**src/rtl/phase_cfg_pkg.sv**
```systemverilog
// Package: register map, field layout, reset values and deglitch timing constants
package phase_cfg_pkg;

   // ==========================================================
   // Register map
   localparam logic [7:0] GATE_DRIVE_ADDR  = 8'h13;
   localparam logic [7:0] PHASE_CFG_ADDR   = 8'h14;
   localparam logic [7:0] GATE_DRIVE_RESET = 8'h6c;
   localparam logic [7:0] PHASE_CFG_RESET  = 8'h85;
   // Gate drive register bit 1 is reserved and reads zero
   localparam logic [7:0] GATE_DRIVE_WMASK = 8'hfd;

   // ==========================================================
   // Field positions
   localparam int HS_LSB   = 5;
   localparam int LS_LSB   = 2;
   localparam int OVX_BIT  = 0;
   localparam int TH_LSB   = 5;
   localparam int FS_BIT   = 4;
   localparam int ADD_LSB  = 2;
   localparam int DROP_LSB = 0;

   // ==========================================================
   // Threshold: code n means (n+2) A; hysteresis one amp
   localparam logic [2:0] TH_FORCE_DUAL = 3'h0;
   localparam logic [3:0] TH_OFFSET_A   = 4'h2;
   localparam logic [3:0] HYST_A        = 4'h1;

   // ==========================================================
   // Deglitch times (typical), in ns, and clock period
   localparam int  CLK_PERIOD_NS = 10;
   localparam real ADD_T0_NS  = 1700.0;
   localparam real ADD_T1_NS  = 5500.0;
   localparam real ADD_T2_NS  = 20000.0;
   localparam real ADD_T3_NS  = 86000.0;
   localparam real DROP_T0_NS = 93000.0;
   localparam real DROP_T1_NS = 1500000.0;
   localparam real DROP_T2_NS = 11000000.0;
   localparam real DROP_T3_NS = 94000000.0;
   localparam int  CNT_W      = 24;

   typedef enum logic {SINGLE_PHASE, DUAL_PHASE} phase_state_type;

endpackage : phase_cfg_pkg

```
**src/rtl/reg_access_if.sv**
```systemverilog
// Interface: gate drive and phase register contents between top and phase controller
`timescale 1ns/100ps
interface reg_access_if;
   logic [7:0] gate_drive;
   logic [7:0] phase_cfg;
   modport regs (output gate_drive, output phase_cfg);
   modport ctrl (input gate_drive, input phase_cfg);
endinterface : reg_access_if

```
**src/rtl/deglitch_timer.sv**
```systemverilog
// Deglitch timer: counts while a condition holds, restarts when it drops
`timescale 1ns/100ps
module deglitch_timer #(
   parameter int CW = 24
) (
   // Clock and reset
   input  wire logic          clk_in,
   input  wire logic          reset_n_in,
   // Condition and limit
   input  wire logic          cond_in,
   input  wire logic [CW-1:0] limit_in,
   // Expired level
   output logic               done_out
);
   typedef struct packed {
      logic [CW-1:0] cnt;
      logic          done;
   } timer_state_type;

   timer_state_type s_q, s_d;

   always_comb begin
      s_d = s_q;
      if (!cond_in) begin
         s_d.cnt  = '0;   // see [RQ13]
         s_d.done = 1'b0;
      end else if (s_q.cnt + CW'(1) >= limit_in) begin
         s_d.done = 1'b1;
      end else begin
         s_d.cnt = s_q.cnt + CW'(1);
      end
   end

   always_ff @(posedge clk_in or negedge reset_n_in) begin
      if (!reset_n_in) begin
         s_q <= '0;
      end else begin
         s_q <= s_d;
      end
   end

   assign done_out = s_q.done;
endmodule : deglitch_timer

```
**src/rtl/phase_gate_config.sv**
```systemverilog
// Top: gate drive and phase transition configuration registers and phase controller
// ==========================================================
// How it works
// [RQ1] High-side drive strength bits 7-5, reset 3, drive both first-phase high switches
// [RQ2] Low-side drive strength bits 4-2, reset 3, drive both first-phase low switches
// [RQ3] Extend clear: overvoltage guard needs enable, charging and battery switch on
// [RQ4] Extend set: overvoltage guard acts whenever its enable is set
// [RQ5] Gate drive register at 13h, reset 6Ch, bit 1 reads zero
// [RQ6] Phase register at 14h, reset 85h, restored by register reset command
// [RQ7] Threshold bits 7-5, reset 4; zero forces dual, else 3A to 9A
// [RQ8] Drop back to single phase at one amp below add threshold
// [RQ9] Threshold and force-single apply only in quasi dual-phase mode
// [RQ10] Force-single bit 4 holds single phase; otherwise automatic transitions
// [RQ11] Add deglitch bits 3-2, reset 1: 1.7, 5.5, 20, 86 us
// [RQ12] Drop deglitch bits 1-0, reset 1: 93us, 1.5ms, 11ms, 94ms
// [RQ13] Deglitch timers restart when the condition lapses early
// [RQ14] One fixed set of typical timer limits from the internal clock
`timescale 1ns/100ps
module phase_gate_config
   import phase_cfg_pkg::*;
#(
   parameter int DROP_T1_CYC = int'(DROP_T1_NS) / CLK_PERIOD_NS,
   parameter int DROP_T2_CYC = int'(DROP_T2_NS) / CLK_PERIOD_NS,
   parameter int DROP_T3_CYC = int'(DROP_T3_NS) / CLK_PERIOD_NS
) (
   // Clock and reset
   input  wire logic       clk_in,
   input  wire logic       reset_n_in,
   // Register port from the serial interface
   input  wire logic       reg_wr_in,
   input  wire logic [7:0] reg_addr_in,
   input  wire logic [7:0] reg_wdata_in,
   output logic      [7:0] reg_rdata_out,
   input  wire logic       reg_reset_in,
   // Converter status
   input  wire logic       quasi_dual_mode_in,
   input  wire logic       buck_mode_in,
   input  wire logic [3:0] load_current_a_in,
   // Overvoltage guard inputs
   input  wire logic       overvoltage_guard_enable_in,
   input  wire logic       charge_enable_in,
   input  wire logic       battery_switch_in,
   // Outputs to analog drivers
   output logic      [2:0] high_side_drive_strength_out,
   output logic      [2:0] low_side_drive_strength_out,
   output logic            battery_overvoltage_guard_out,
   output logic            dual_phase_out
);
   import phase_cfg_pkg::*;

   localparam int CW = CNT_W;

   // ==========================================================
   // Pin synchronisers
   typedef struct packed {
      logic [6:0] s1;
      logic [6:0] s2;
   } sync_state_type;
   sync_state_type y_q, y_d;

   always_comb begin
      y_d.s1 = {quasi_dual_mode_in, buck_mode_in, load_current_a_in, 1'b0};
      y_d.s2 = y_q.s1;
   end

   always_ff @(posedge clk_in or negedge reset_n_in) begin
      if (!reset_n_in) begin
         y_q <= '0;
      end else begin
         y_q <= y_d;
      end
   end

   logic       quasi_s;
   logic       buck_s;
   logic [3:0] load_s;
   assign quasi_s = y_q.s2[6];
   assign buck_s  = y_q.s2[5];
   assign load_s  = y_q.s2[4:1];

   // ==========================================================
   // Registers
   reg_access_if regs_if ();

   typedef struct packed {
      logic [7:0]      gate_drive;
      logic [7:0]      phase_cfg;
      phase_state_type phase;
      logic [7:0]      rdata;
      logic            guard;
   } top_state_type;
   top_state_type t_q, t_d;

   function automatic logic [7:0] read_reg(input logic [7:0] addr,
                                           input logic [7:0] gd,
                                           input logic [7:0] pc);
      logic [7:0] r;
      r = 8'h00;
      if (addr == GATE_DRIVE_ADDR) begin
         r = gd & GATE_DRIVE_WMASK;   // see [RQ5]
      end else if (addr == PHASE_CFG_ADDR) begin
         r = pc;
      end
      return r;
   endfunction : read_reg

   // ==========================================================
   // Deglitch limits
   function automatic logic [CW-1:0] cyc(input real ns);
      int c;
      c = int'(ns) / CLK_PERIOD_NS;
      if (c < 1) begin
         c = 1;
      end
      return CW'(c);
   endfunction : cyc

   logic [CW-1:0] add_limit;
   logic [CW-1:0] drop_limit;
   logic [1:0]    add_sel;
   logic [1:0]    drop_sel;
   assign add_sel  = regs_if.phase_cfg[ADD_LSB +: 2];
   assign drop_sel = regs_if.phase_cfg[DROP_LSB +: 2];

   // Typical values only; the min/max spread is not modelled
   always_comb begin
      unique case (add_sel)   // see [RQ11] see [RQ14]
         2'h0: begin
            add_limit = cyc(ADD_T0_NS);
         end
         2'h1: begin
            add_limit = cyc(ADD_T1_NS);
         end
         2'h2: begin
            add_limit = cyc(ADD_T2_NS);
         end
         2'h3: begin
            add_limit = cyc(ADD_T3_NS);
         end
      endcase
   end

   // Long drop times are parameters so a bench can shorten them
   always_comb begin
      unique case (drop_sel)  // see [RQ12] see [RQ14]
         2'h0: begin
            drop_limit = cyc(DROP_T0_NS);
         end
         2'h1: begin
            drop_limit = CW'(DROP_T1_CYC);
         end
         2'h2: begin
            drop_limit = CW'(DROP_T2_CYC);
         end
         2'h3: begin
            drop_limit = CW'(DROP_T3_CYC);
         end
      endcase
   end

   // ==========================================================
   // Phase conditions
   logic [2:0] th_code;
   logic [3:0] add_a;
   logic       add_cond;
   logic       drop_cond;
   logic       add_done;
   logic       drop_done;
   assign th_code   = regs_if.phase_cfg[TH_LSB +: 3];
   assign add_a     = {1'b0, th_code} + TH_OFFSET_A;              // see [RQ7]
   assign add_cond  = (t_q.phase == SINGLE_PHASE) && (load_s > add_a);
   assign drop_cond = (t_q.phase == DUAL_PHASE) && (load_s <= add_a - HYST_A); // see [RQ8]

   deglitch_timer #(.CW(CW)) add_timer (
      .clk_in     (clk_in),
      .reset_n_in (reset_n_in),
      .cond_in    (add_cond),
      .limit_in   (add_limit),
      .done_out   (add_done)
   );

   deglitch_timer #(.CW(CW)) drop_timer (
      .clk_in     (clk_in),
      .reset_n_in (reset_n_in),
      .cond_in    (drop_cond),
      .limit_in   (drop_limit),
      .done_out   (drop_done)
   );

   // ==========================================================
   // Next state
   always_comb begin
      t_d = t_q;
      if (reg_reset_in) begin
         t_d.gate_drive = GATE_DRIVE_RESET;
         t_d.phase_cfg  = PHASE_CFG_RESET;                        // see [RQ6]
      end else if (reg_wr_in && reg_addr_in == GATE_DRIVE_ADDR) begin
         t_d.gate_drive = reg_wdata_in & GATE_DRIVE_WMASK;        // see [RQ1] see [RQ2]
      end else if (reg_wr_in && reg_addr_in == PHASE_CFG_ADDR) begin
         t_d.phase_cfg = reg_wdata_in;
      end
      t_d.rdata = read_reg(reg_addr_in, t_q.gate_drive, t_q.phase_cfg);

      // Outside buck or quasi mode the second phase is not used
      if (!quasi_s || !buck_s) begin
         t_d.phase = SINGLE_PHASE;                                // see [RQ9]
      end else if (t_q.phase_cfg[FS_BIT]) begin
         t_d.phase = SINGLE_PHASE;                                // see [RQ10]
      end else if (th_code == TH_FORCE_DUAL) begin
         t_d.phase = DUAL_PHASE;                                  // see [RQ7]
      end else if (add_done) begin
         t_d.phase = DUAL_PHASE;                                  // see [RQ11]
      end else if (drop_done) begin
         t_d.phase = SINGLE_PHASE;                                // see [RQ12]
      end

      if (t_q.gate_drive[OVX_BIT]) begin
         t_d.guard = overvoltage_guard_enable_in;                 // see [RQ4]
      end else begin
         t_d.guard = overvoltage_guard_enable_in && charge_enable_in
                     && battery_switch_in;                        // see [RQ3]
      end
   end

   always_ff @(posedge clk_in or negedge reset_n_in) begin
      if (!reset_n_in) begin
         t_q.gate_drive <= GATE_DRIVE_RESET;
         t_q.phase_cfg  <= PHASE_CFG_RESET;
         t_q.phase      <= SINGLE_PHASE;
         t_q.rdata      <= 8'h00;
         t_q.guard      <= 1'b0;
      end else begin
         t_q <= t_d;
      end
   end

   assign regs_if.gate_drive = t_q.gate_drive;
   assign regs_if.phase_cfg  = t_q.phase_cfg;

   // ==========================================================
   // Outputs
   assign reg_rdata_out                 = t_q.rdata;
   assign high_side_drive_strength_out  = t_q.gate_drive[HS_LSB +: 3];
   assign low_side_drive_strength_out   = t_q.gate_drive[LS_LSB +: 3];
   assign battery_overvoltage_guard_out = t_q.guard;
   assign dual_phase_out                = (t_q.phase == DUAL_PHASE);
endmodule : phase_gate_config

```
**config.mk**
```make
export PLATFORM = sky130hd
export DESIGN_NAME = phase_gate_config
export DESIGN_NICKNAME = d
export VERILOG_FILES = /design/src/rtl/phase_cfg_pkg.sv /design/src/rtl/reg_access_if.sv /design/src/rtl/deglitch_timer.sv /design/src/rtl/phase_gate_config.sv
export SDC_FILE = /design/constraint.sdc
export NUM_CORES = 1
export LEC_CHECK = 0
export BUFFER_PORTS_ARGS = -buffer_cell sky130_fd_sc_hd__buf_4
export CAP_MARGIN = 25
export CORE_ASPECT_RATIO = 1.25
export CORE_MARGIN = 5
export CORE_UTILIZATION = 55
export DETAILED_ROUTE_END_ITERATION = 8
export PLACE_DENSITY_LB_ADDON = 0.15
export RECOVER_POWER = 25
export SYNTH_ARGS = -nofsm -noshare
export SYNTH_HDL_FRONTEND = slang
export SYNTH_SLANG_ARGS = --single-unit
```
**constraint.sdc**
```tcl
create_clock -name clk_in -period 3.8 [get_ports clk_in]
set_clock_uncertainty 0.15 [all_clocks]
set_input_delay 0.76 -clock clk_in [delete_from_list [all_inputs] [get_ports clk_in]]
set_output_delay 0.76 -clock clk_in [all_outputs]
set_load 0.02 [all_outputs]
```
* Yosys cells after proc, flatten, opt, wreduce, memory -nomap -nowiden
Cells that the tools add are included.
** Cells by class
- Add/subtract/negate cells :: 4
- Order comparisons :: 4
- Eq/ne operators :: 13
- Multiplexer cells :: 20
- Bitwise gates (word level) :: 1
- Reduce and logical (&&, ||, !) cells :: 16
** Operators with widths (count)
- $pmux W24 S4 :: 2
- $mux W25 :: 2
- $add A24 B1 Y24 const B :: 2
- $ge A24 B24 Y1 :: 2
- $mux W24 :: 2
- $mux W8 :: 5
- $eq A8 B5 Y1 const B :: 2
- $mux W16 :: 1
- $ne A2 B2 Y1 const B :: 5
- $eq A2 B2 Y1 const B :: 4
- $mux W1 :: 8
- $logic_and A1 B1 Y1 :: 6
- $reduce_bool A5 Y1 :: 1
- $add A3 B2 Y4 const B :: 1
- $eq A2 B1 Y1 const B :: 2
- $gt A4 B4 Y1 :: 1
- $le A4 B4 Y1 :: 1
- $logic_not A2 Y1 :: 2
- $reduce_bool A2 Y1 :: 2
- $sub A4 B1 Y4 const B :: 1
- $logic_not A3 Y1 :: 1
- $logic_not A1 Y1 :: 2
- $reduce_and A2 Y1 :: 1
- $logic_or A1 B1 Y1 :: 1
- $not A1 Y1 :: 1
** Storage, ports and cells
- Register bits after elaboration :: 88
- Output and inout port bits :: 16
- Word-level logic and storage cells :: 69

* Logic depth before layout (Yosys ltp)
- Word-level depth :: 5
- Gate-level depth with buffers :: 16
- Depth with buffers taken out :: 13

* Hierarchy
From an unflattened synthesis, not the netlist that was laid out.
** Unflattened totals
- Cells, all modules :: 699
- Area total of the unflattened synthesis :: 6279.8 µm²
** By module, submodules not included
- deglitch_timer (add_timer) :: instances 1, cells an instance 264, area each 2215.9 µm²
- deglitch_timer (drop_timer) :: instances 1, cells an instance 257, area each 2120.8 µm²
- phase_gate_config :: instances 1, cells an instance 178, area each 1943.1 µm²

* Worst setup path before layout
OpenSTA, ideal clock, no wires.
- Path kind :: register -> register
- Start point :: reg drop_timer.s_q[1] (netlist name)
- End point :: reg drop_timer.s_q[2] (netlist name)
- Library setup time :: 0.078 ns
- Arrival time :: 3.507 ns
- Required time :: 3.572 ns
- Path slack :: 0.065 ns
- Stages on the path, launching flop included :: 16
- Buffers on the path :: 2
- Period minus slack after synthesis :: 3.735 ns
- Cell sequence :: dfrtp_1 -> ha_1 -> nand3_2 -> nor3_1 -> nand3_1 -> xnor2_1 -> ha_1 -> o21ai_0 -> a22oi_1 -> nand3_1 -> o221a_2 -> o22ai_1 -> clkbuf_1 -> clkbuf_1 -> o21ai_1 -> a21oi_1
** On the way
- Longest elaborated chain between the ends :: 3
- Elaborated cells between the ends (all ways) :: 5
- Those cells by class :: add/sub (1); order compare (1); eq/ne (1); mux (2)
** Ends and longest elaborated chain
- start, declared :: line deglitch_timer.sv:20 : timer_state_type s_q, s_d;
- start signal, assigned :: line deglitch_timer.sv:36 : s_q <= '0;
- start signal, assigned :: line deglitch_timer.sv:38 : s_q <= s_d;
- $add A24 B1 Y24 (*) :: line deglitch_timer.sv:27, deglitch_timer.sv:30
- $ge A24 B24 Y1 or $mux W24 (tied branches) :: line deglitch_timer.sv:27 : end else if (s_q.cnt + CW'(1) >= limit_in) begin
- $ne A2 B2 Y1 (no source line) or $mux W25 (tied branches)
Every way passes the cells marked *; elsewhere a longest branch is shown, timed or not. The select of a mux whose other input is x is not followed.
A chain may end at the register's enable or synchronous reset.

* Worst setup path after layout
- Start point :: reg drop_timer.s_q[9] (netlist name)
- End point :: reg drop_timer.s_q[3] (netlist name)
** On the way
- Longest elaborated chain between the ends :: 3
** Ends and longest elaborated chain (line)
- $add A24 B1 Y24 :: deglitch_timer.sv:27
- $ge A24 B24 Y1 :: deglitch_timer.sv:27
- $ne A2 B2 Y1 (no source line)
Every way passes these cells.

==> metrics.md <==
| Metric | Value |
|---|---|
| Sequential area share after synthesis | `roughly 39%` |
| Post-CTS Hold Buffers | `0` |
| Net count after synthesis | `a little under 700` |
| Synth Area in Simple Gates | `~21%` |
| Vias in the first global route | `4,791` |
| Ant. Diodes | `0` |
| Register area | `between 2000 and 2500 µm²` |
| Top cell type by total area after synthesis | `dfrtp_1` |
| First drt pass iteration count | `5` |
| Vias | `about 4,900` |
| Total GRT Usage | `around 23%` |
| Clock Latency Late Sink | `roughly 0.34 ns` |
| Critical Path End Type | `flop` |
| Share of cells above drive strength 1 | `20.93%` |
| Clk sink count | `87` |
| Post-synth EDFFs | `0` |
| Crit path max fanout | `15` |
| #FFs+latches synth | `87` |
| Grt total ovfl | `0` |
| Die ar. | `about 12,000 µm²` |
| ANT nets after route | `0` |
| Max incr delay on CP | `slightly below 0.5 ns` |
| Die H | `between 100 and 150 µm` |
| Largest net degree at the start of global routing | `between 40 and 50` |
| Slew HR | `-73.61%` |
| Maximum vdd drop | `around 0.31 mV` |
| Post-Synthesis Cells | `between 600 and 700` |
| Synthesized cell area | `5652 µm²` |
| WP data arrival | `3.75 ns` |
| Detail Placement HPWL | `10,290 µm` |
| Cell mode on critical path | `nor2_1` |
| Area grow syn2layout | `19.90%` |
| Clock Tree Root | `clkbuf_16` |
| Hold crit path type | `flop to flop` |
| Count of cell types in the netlist | `62` |
| Routed WL | `13,720 µm` |
| Synth Area in XOR/XNOR | `under 10%` |
| Power Density | `~290 nW/µm²` |
| CP Launch Type | `flop` |
| Starting DRT DRC Count | `between 200 and 250` |
| Fill cells | `around 840` |
| Initial antenna violation count | `0` |
| Boundary Pins | `45` |
| Ys flop type | `dfrtp_1` |
| DP Area | `around 6300 µm²` |
| Fin Setup TNS | `0 ns` |
| Finished Cell Area | `approximately 6800 µm²` |
| Max-slew violations | `49` |
| Post-Synth Adder-Cell Area | `a little under an eighth` |
| Synth cell count leaders | `80 x dfrtp_1, 54 x nand2_1, 51 x ha_1` |
| CP Cell Sequence | `nand4_2 -> nor4_4 -> and3_4 -> nand3_1 -> buf_4 -> nor2_1 -> xor2_1 -> ha_1 -> nor2_1 -> a311oi_2 -> buf_12 -> or4_1 -> a21oi_2` |
| # Max-Cap Violations | `1` |
| Area fraction in compound gates after synthesis | `between 10% and 20%` |
| Required time of the critical path | `between 3 and 4 ns` |
| H-tree depth | `3` |
| Vias per std cell | `6.035` |
| Largest family of logic cells by synthesized area | `simple AND/OR/NAND/NOR gates` |
| Routed len/inst | `16.79 µm` |
| Synth warn | `0` |
| Mux cell area share after synthesis | `about 1.8%` |
| Leak Pwr | `3.076 nW` |
| Die W | `~100 µm` |
| Crit share post-route | `95.78%` |
| Final min period | `approximately 3.6 ns` |
| Synth top area cells | `dfrtp_1 35%, ha_1 11%, xnor2_1 4.8%` |
| Cts bufs inserted | `9` |
| Synth async-reset ratio | `100.0%` |
| Layout Nets | `between 700 and 800` |
| Area occupied by multi-input gates | `3249 µm²` |
| RD Place Congestion | `0.9190` |
| # port buffers | `44` |
| Syn Area/Cell | `just over 9 µm²` |
| Core area | `10,050 µm²` |
| Starting Density | `between 50% and 60%` |
| Status | `complete, but fails checks` |
| Final Hold Vio Count | `0` |
| First-pass GRT wire length | `between 20,000 and 25,000 µm` |
| Worst-margin pin slew | `~2.6 ns` |
| Clk buf depth | `2` |
| DRC viols | `0` |
| CTS tree | `done` |
| Max frequency | `around 270 MHz` |
| Kind of critical path | `flop to flop` |
| # rows | `between 40 and 50` |
| Failing checks | `capacitance limit, slew limit` |
| Final Setup Violations | `0` |
| Count leader, synth | `dfrtp_1` |
| Final core occ | `about two thirds` |
| CP max-delay cell | `or4_1` |
| Share of Yosys cell area claimed by the top area cell type | `a little over a third` |
| Clock slew at reported path FFs | `around 0.060 ns` |
## critical path, delay by kind of cell, from the launching register on
kind / cells / cell delay, ns
buffers and inverters: 2 / 0.39
xor gates and xnor gates: 1 / 0.17
DFF: 1 / 0.39
AOI/OAI and AO/OA: 2 / 0.33
adders and majority gates: 1 / 0.26
and+or+nand+nor: 7 / 1.86
## final timing paths
check / slack [ns] / from / end / depth (start not counted)
max: 0.16 / drop_timer.s_q[9]$_DFFE_PN0P_ / drop_timer.s_q[3]$_DFFE_PN0P_ / 13
min: 0.20 / y_d[6]$_DFF_PN0_ / quasi_s$_DFF_PN0_ / 0
max reg2reg: 0.16 / drop_timer.s_q[9]$_DFFE_PN0P_ / drop_timer.s_q[3]$_DFFE_PN0P_ / 13
min reg2reg: 0.20 / y_d[6]$_DFF_PN0_ / quasi_s$_DFF_PN0_ / 0
max in group asynchronous: 0.94 / reset_n_in / battery_overvoltage_guard_out$_DFF_PN0_ / 1
min in group asynchronous: 1.08 / reset_n_in / add_timer.s_q[3]$_DFFE_PN0P_ / 1
## state kept, by name, indices dropped and copies added (netlist names)
name and cells:
reg_rdata_out 8, regs_if.gate_drive 7, add_timer.done_out 1, quasi_s 1, regs_if.phase_cfg 8, battery_overvoltage_guard_out 1, add_timer.s_q 24, buck_s 1
load_s 4, drop_timer.s_q 24, drop_timer.done_out 1, y_d 6, dual_phase_out 1
## kinds of logic after synthesis
family / Yosys count
xor gates and xnor gates: 36
and+or+nand+nor: 223
adders and majority gates: 51
buffers and inverters: 74
AOI/OAI and AO/OA: 127
DFF: 87
muxes: 10
## routing by layer
layer	vias to the layer above	part of all wire [%]	global-route usage, %
met4	0	2.4	9.014
met5	-	0	0
met2	146	53	40.28
li1	2367	-	-
met3	28	4.5	3.160
met1	2390	41	27.81
## final cells by class
class,instances,share of cell area [%]
Clock buffer,10,3.379
Clock inverter,6,1.016
Inverter,44,2.437
Multi-Input combinational cell,447,47.95
Sequential cell,87,32.27
Tap cell,129,2.382
Timing Repair Buffer,94,10.56
## metrics by stage
step                instances  power, mW  worst slack [ns]  hold slack (ns)
finish                    817      1.934            0.1603           0.2004
global route              817      2.009          -0.01652           0.2046
CTS                       808      1.951           0.02564           0.2015
detailed placement        792      1.065           -0.1116           0.1878
global placement          792      1.061           0.09276           0.1837
floorplan                 608      1.003           0.06477           0.1812
## report_power, final
| group | leakage (nW) | internal (mW) | switching [mW] |
|---|---|---|---|
| Combinational | 1.77 | 0.0435 | 0.0573 |
| Sequential | 1.16 | 0.938 | 0.00875 |
| Clock | 0.143 | 0.514 | 0.372 |
| Total | 3.08 | 1.50 | 0.438 |
## timing repair
action / 4_1_cts / 5_1_grt
pin swaps: 0 / 5
endpoints found under the setup margin: 11 / 28
resized for setup: 4 / 19
setup buffers: 0 / 8
cloned: 0 / 1
## cells in the final DEF (no fill, tap or decap), types with 4 or more instances in the layout
master and instances:
buf_4 83, dfrtp_1 79, nand2_1 54, ha_1 50
inv_1 44, a21oi_1 33, nand3_1 31, xnor2_1 31
nor2_1 23, o21ai_0 22, and3_1 20, or3_1 20
nand4_1 14, or4_1 14, nor3_1 11, clkbuf_16 9
mux2i_1 8, o31ai_1 8, a22o_1 7, o21a_1 7
clkbuf_4 7, dfstp_2 7, xor2_1 5, nor2b_1 4
nand3b_1 4, a211o_1 4, o41ai_1 4, o211ai_1 4
Power figures use the tool's default switching activity.
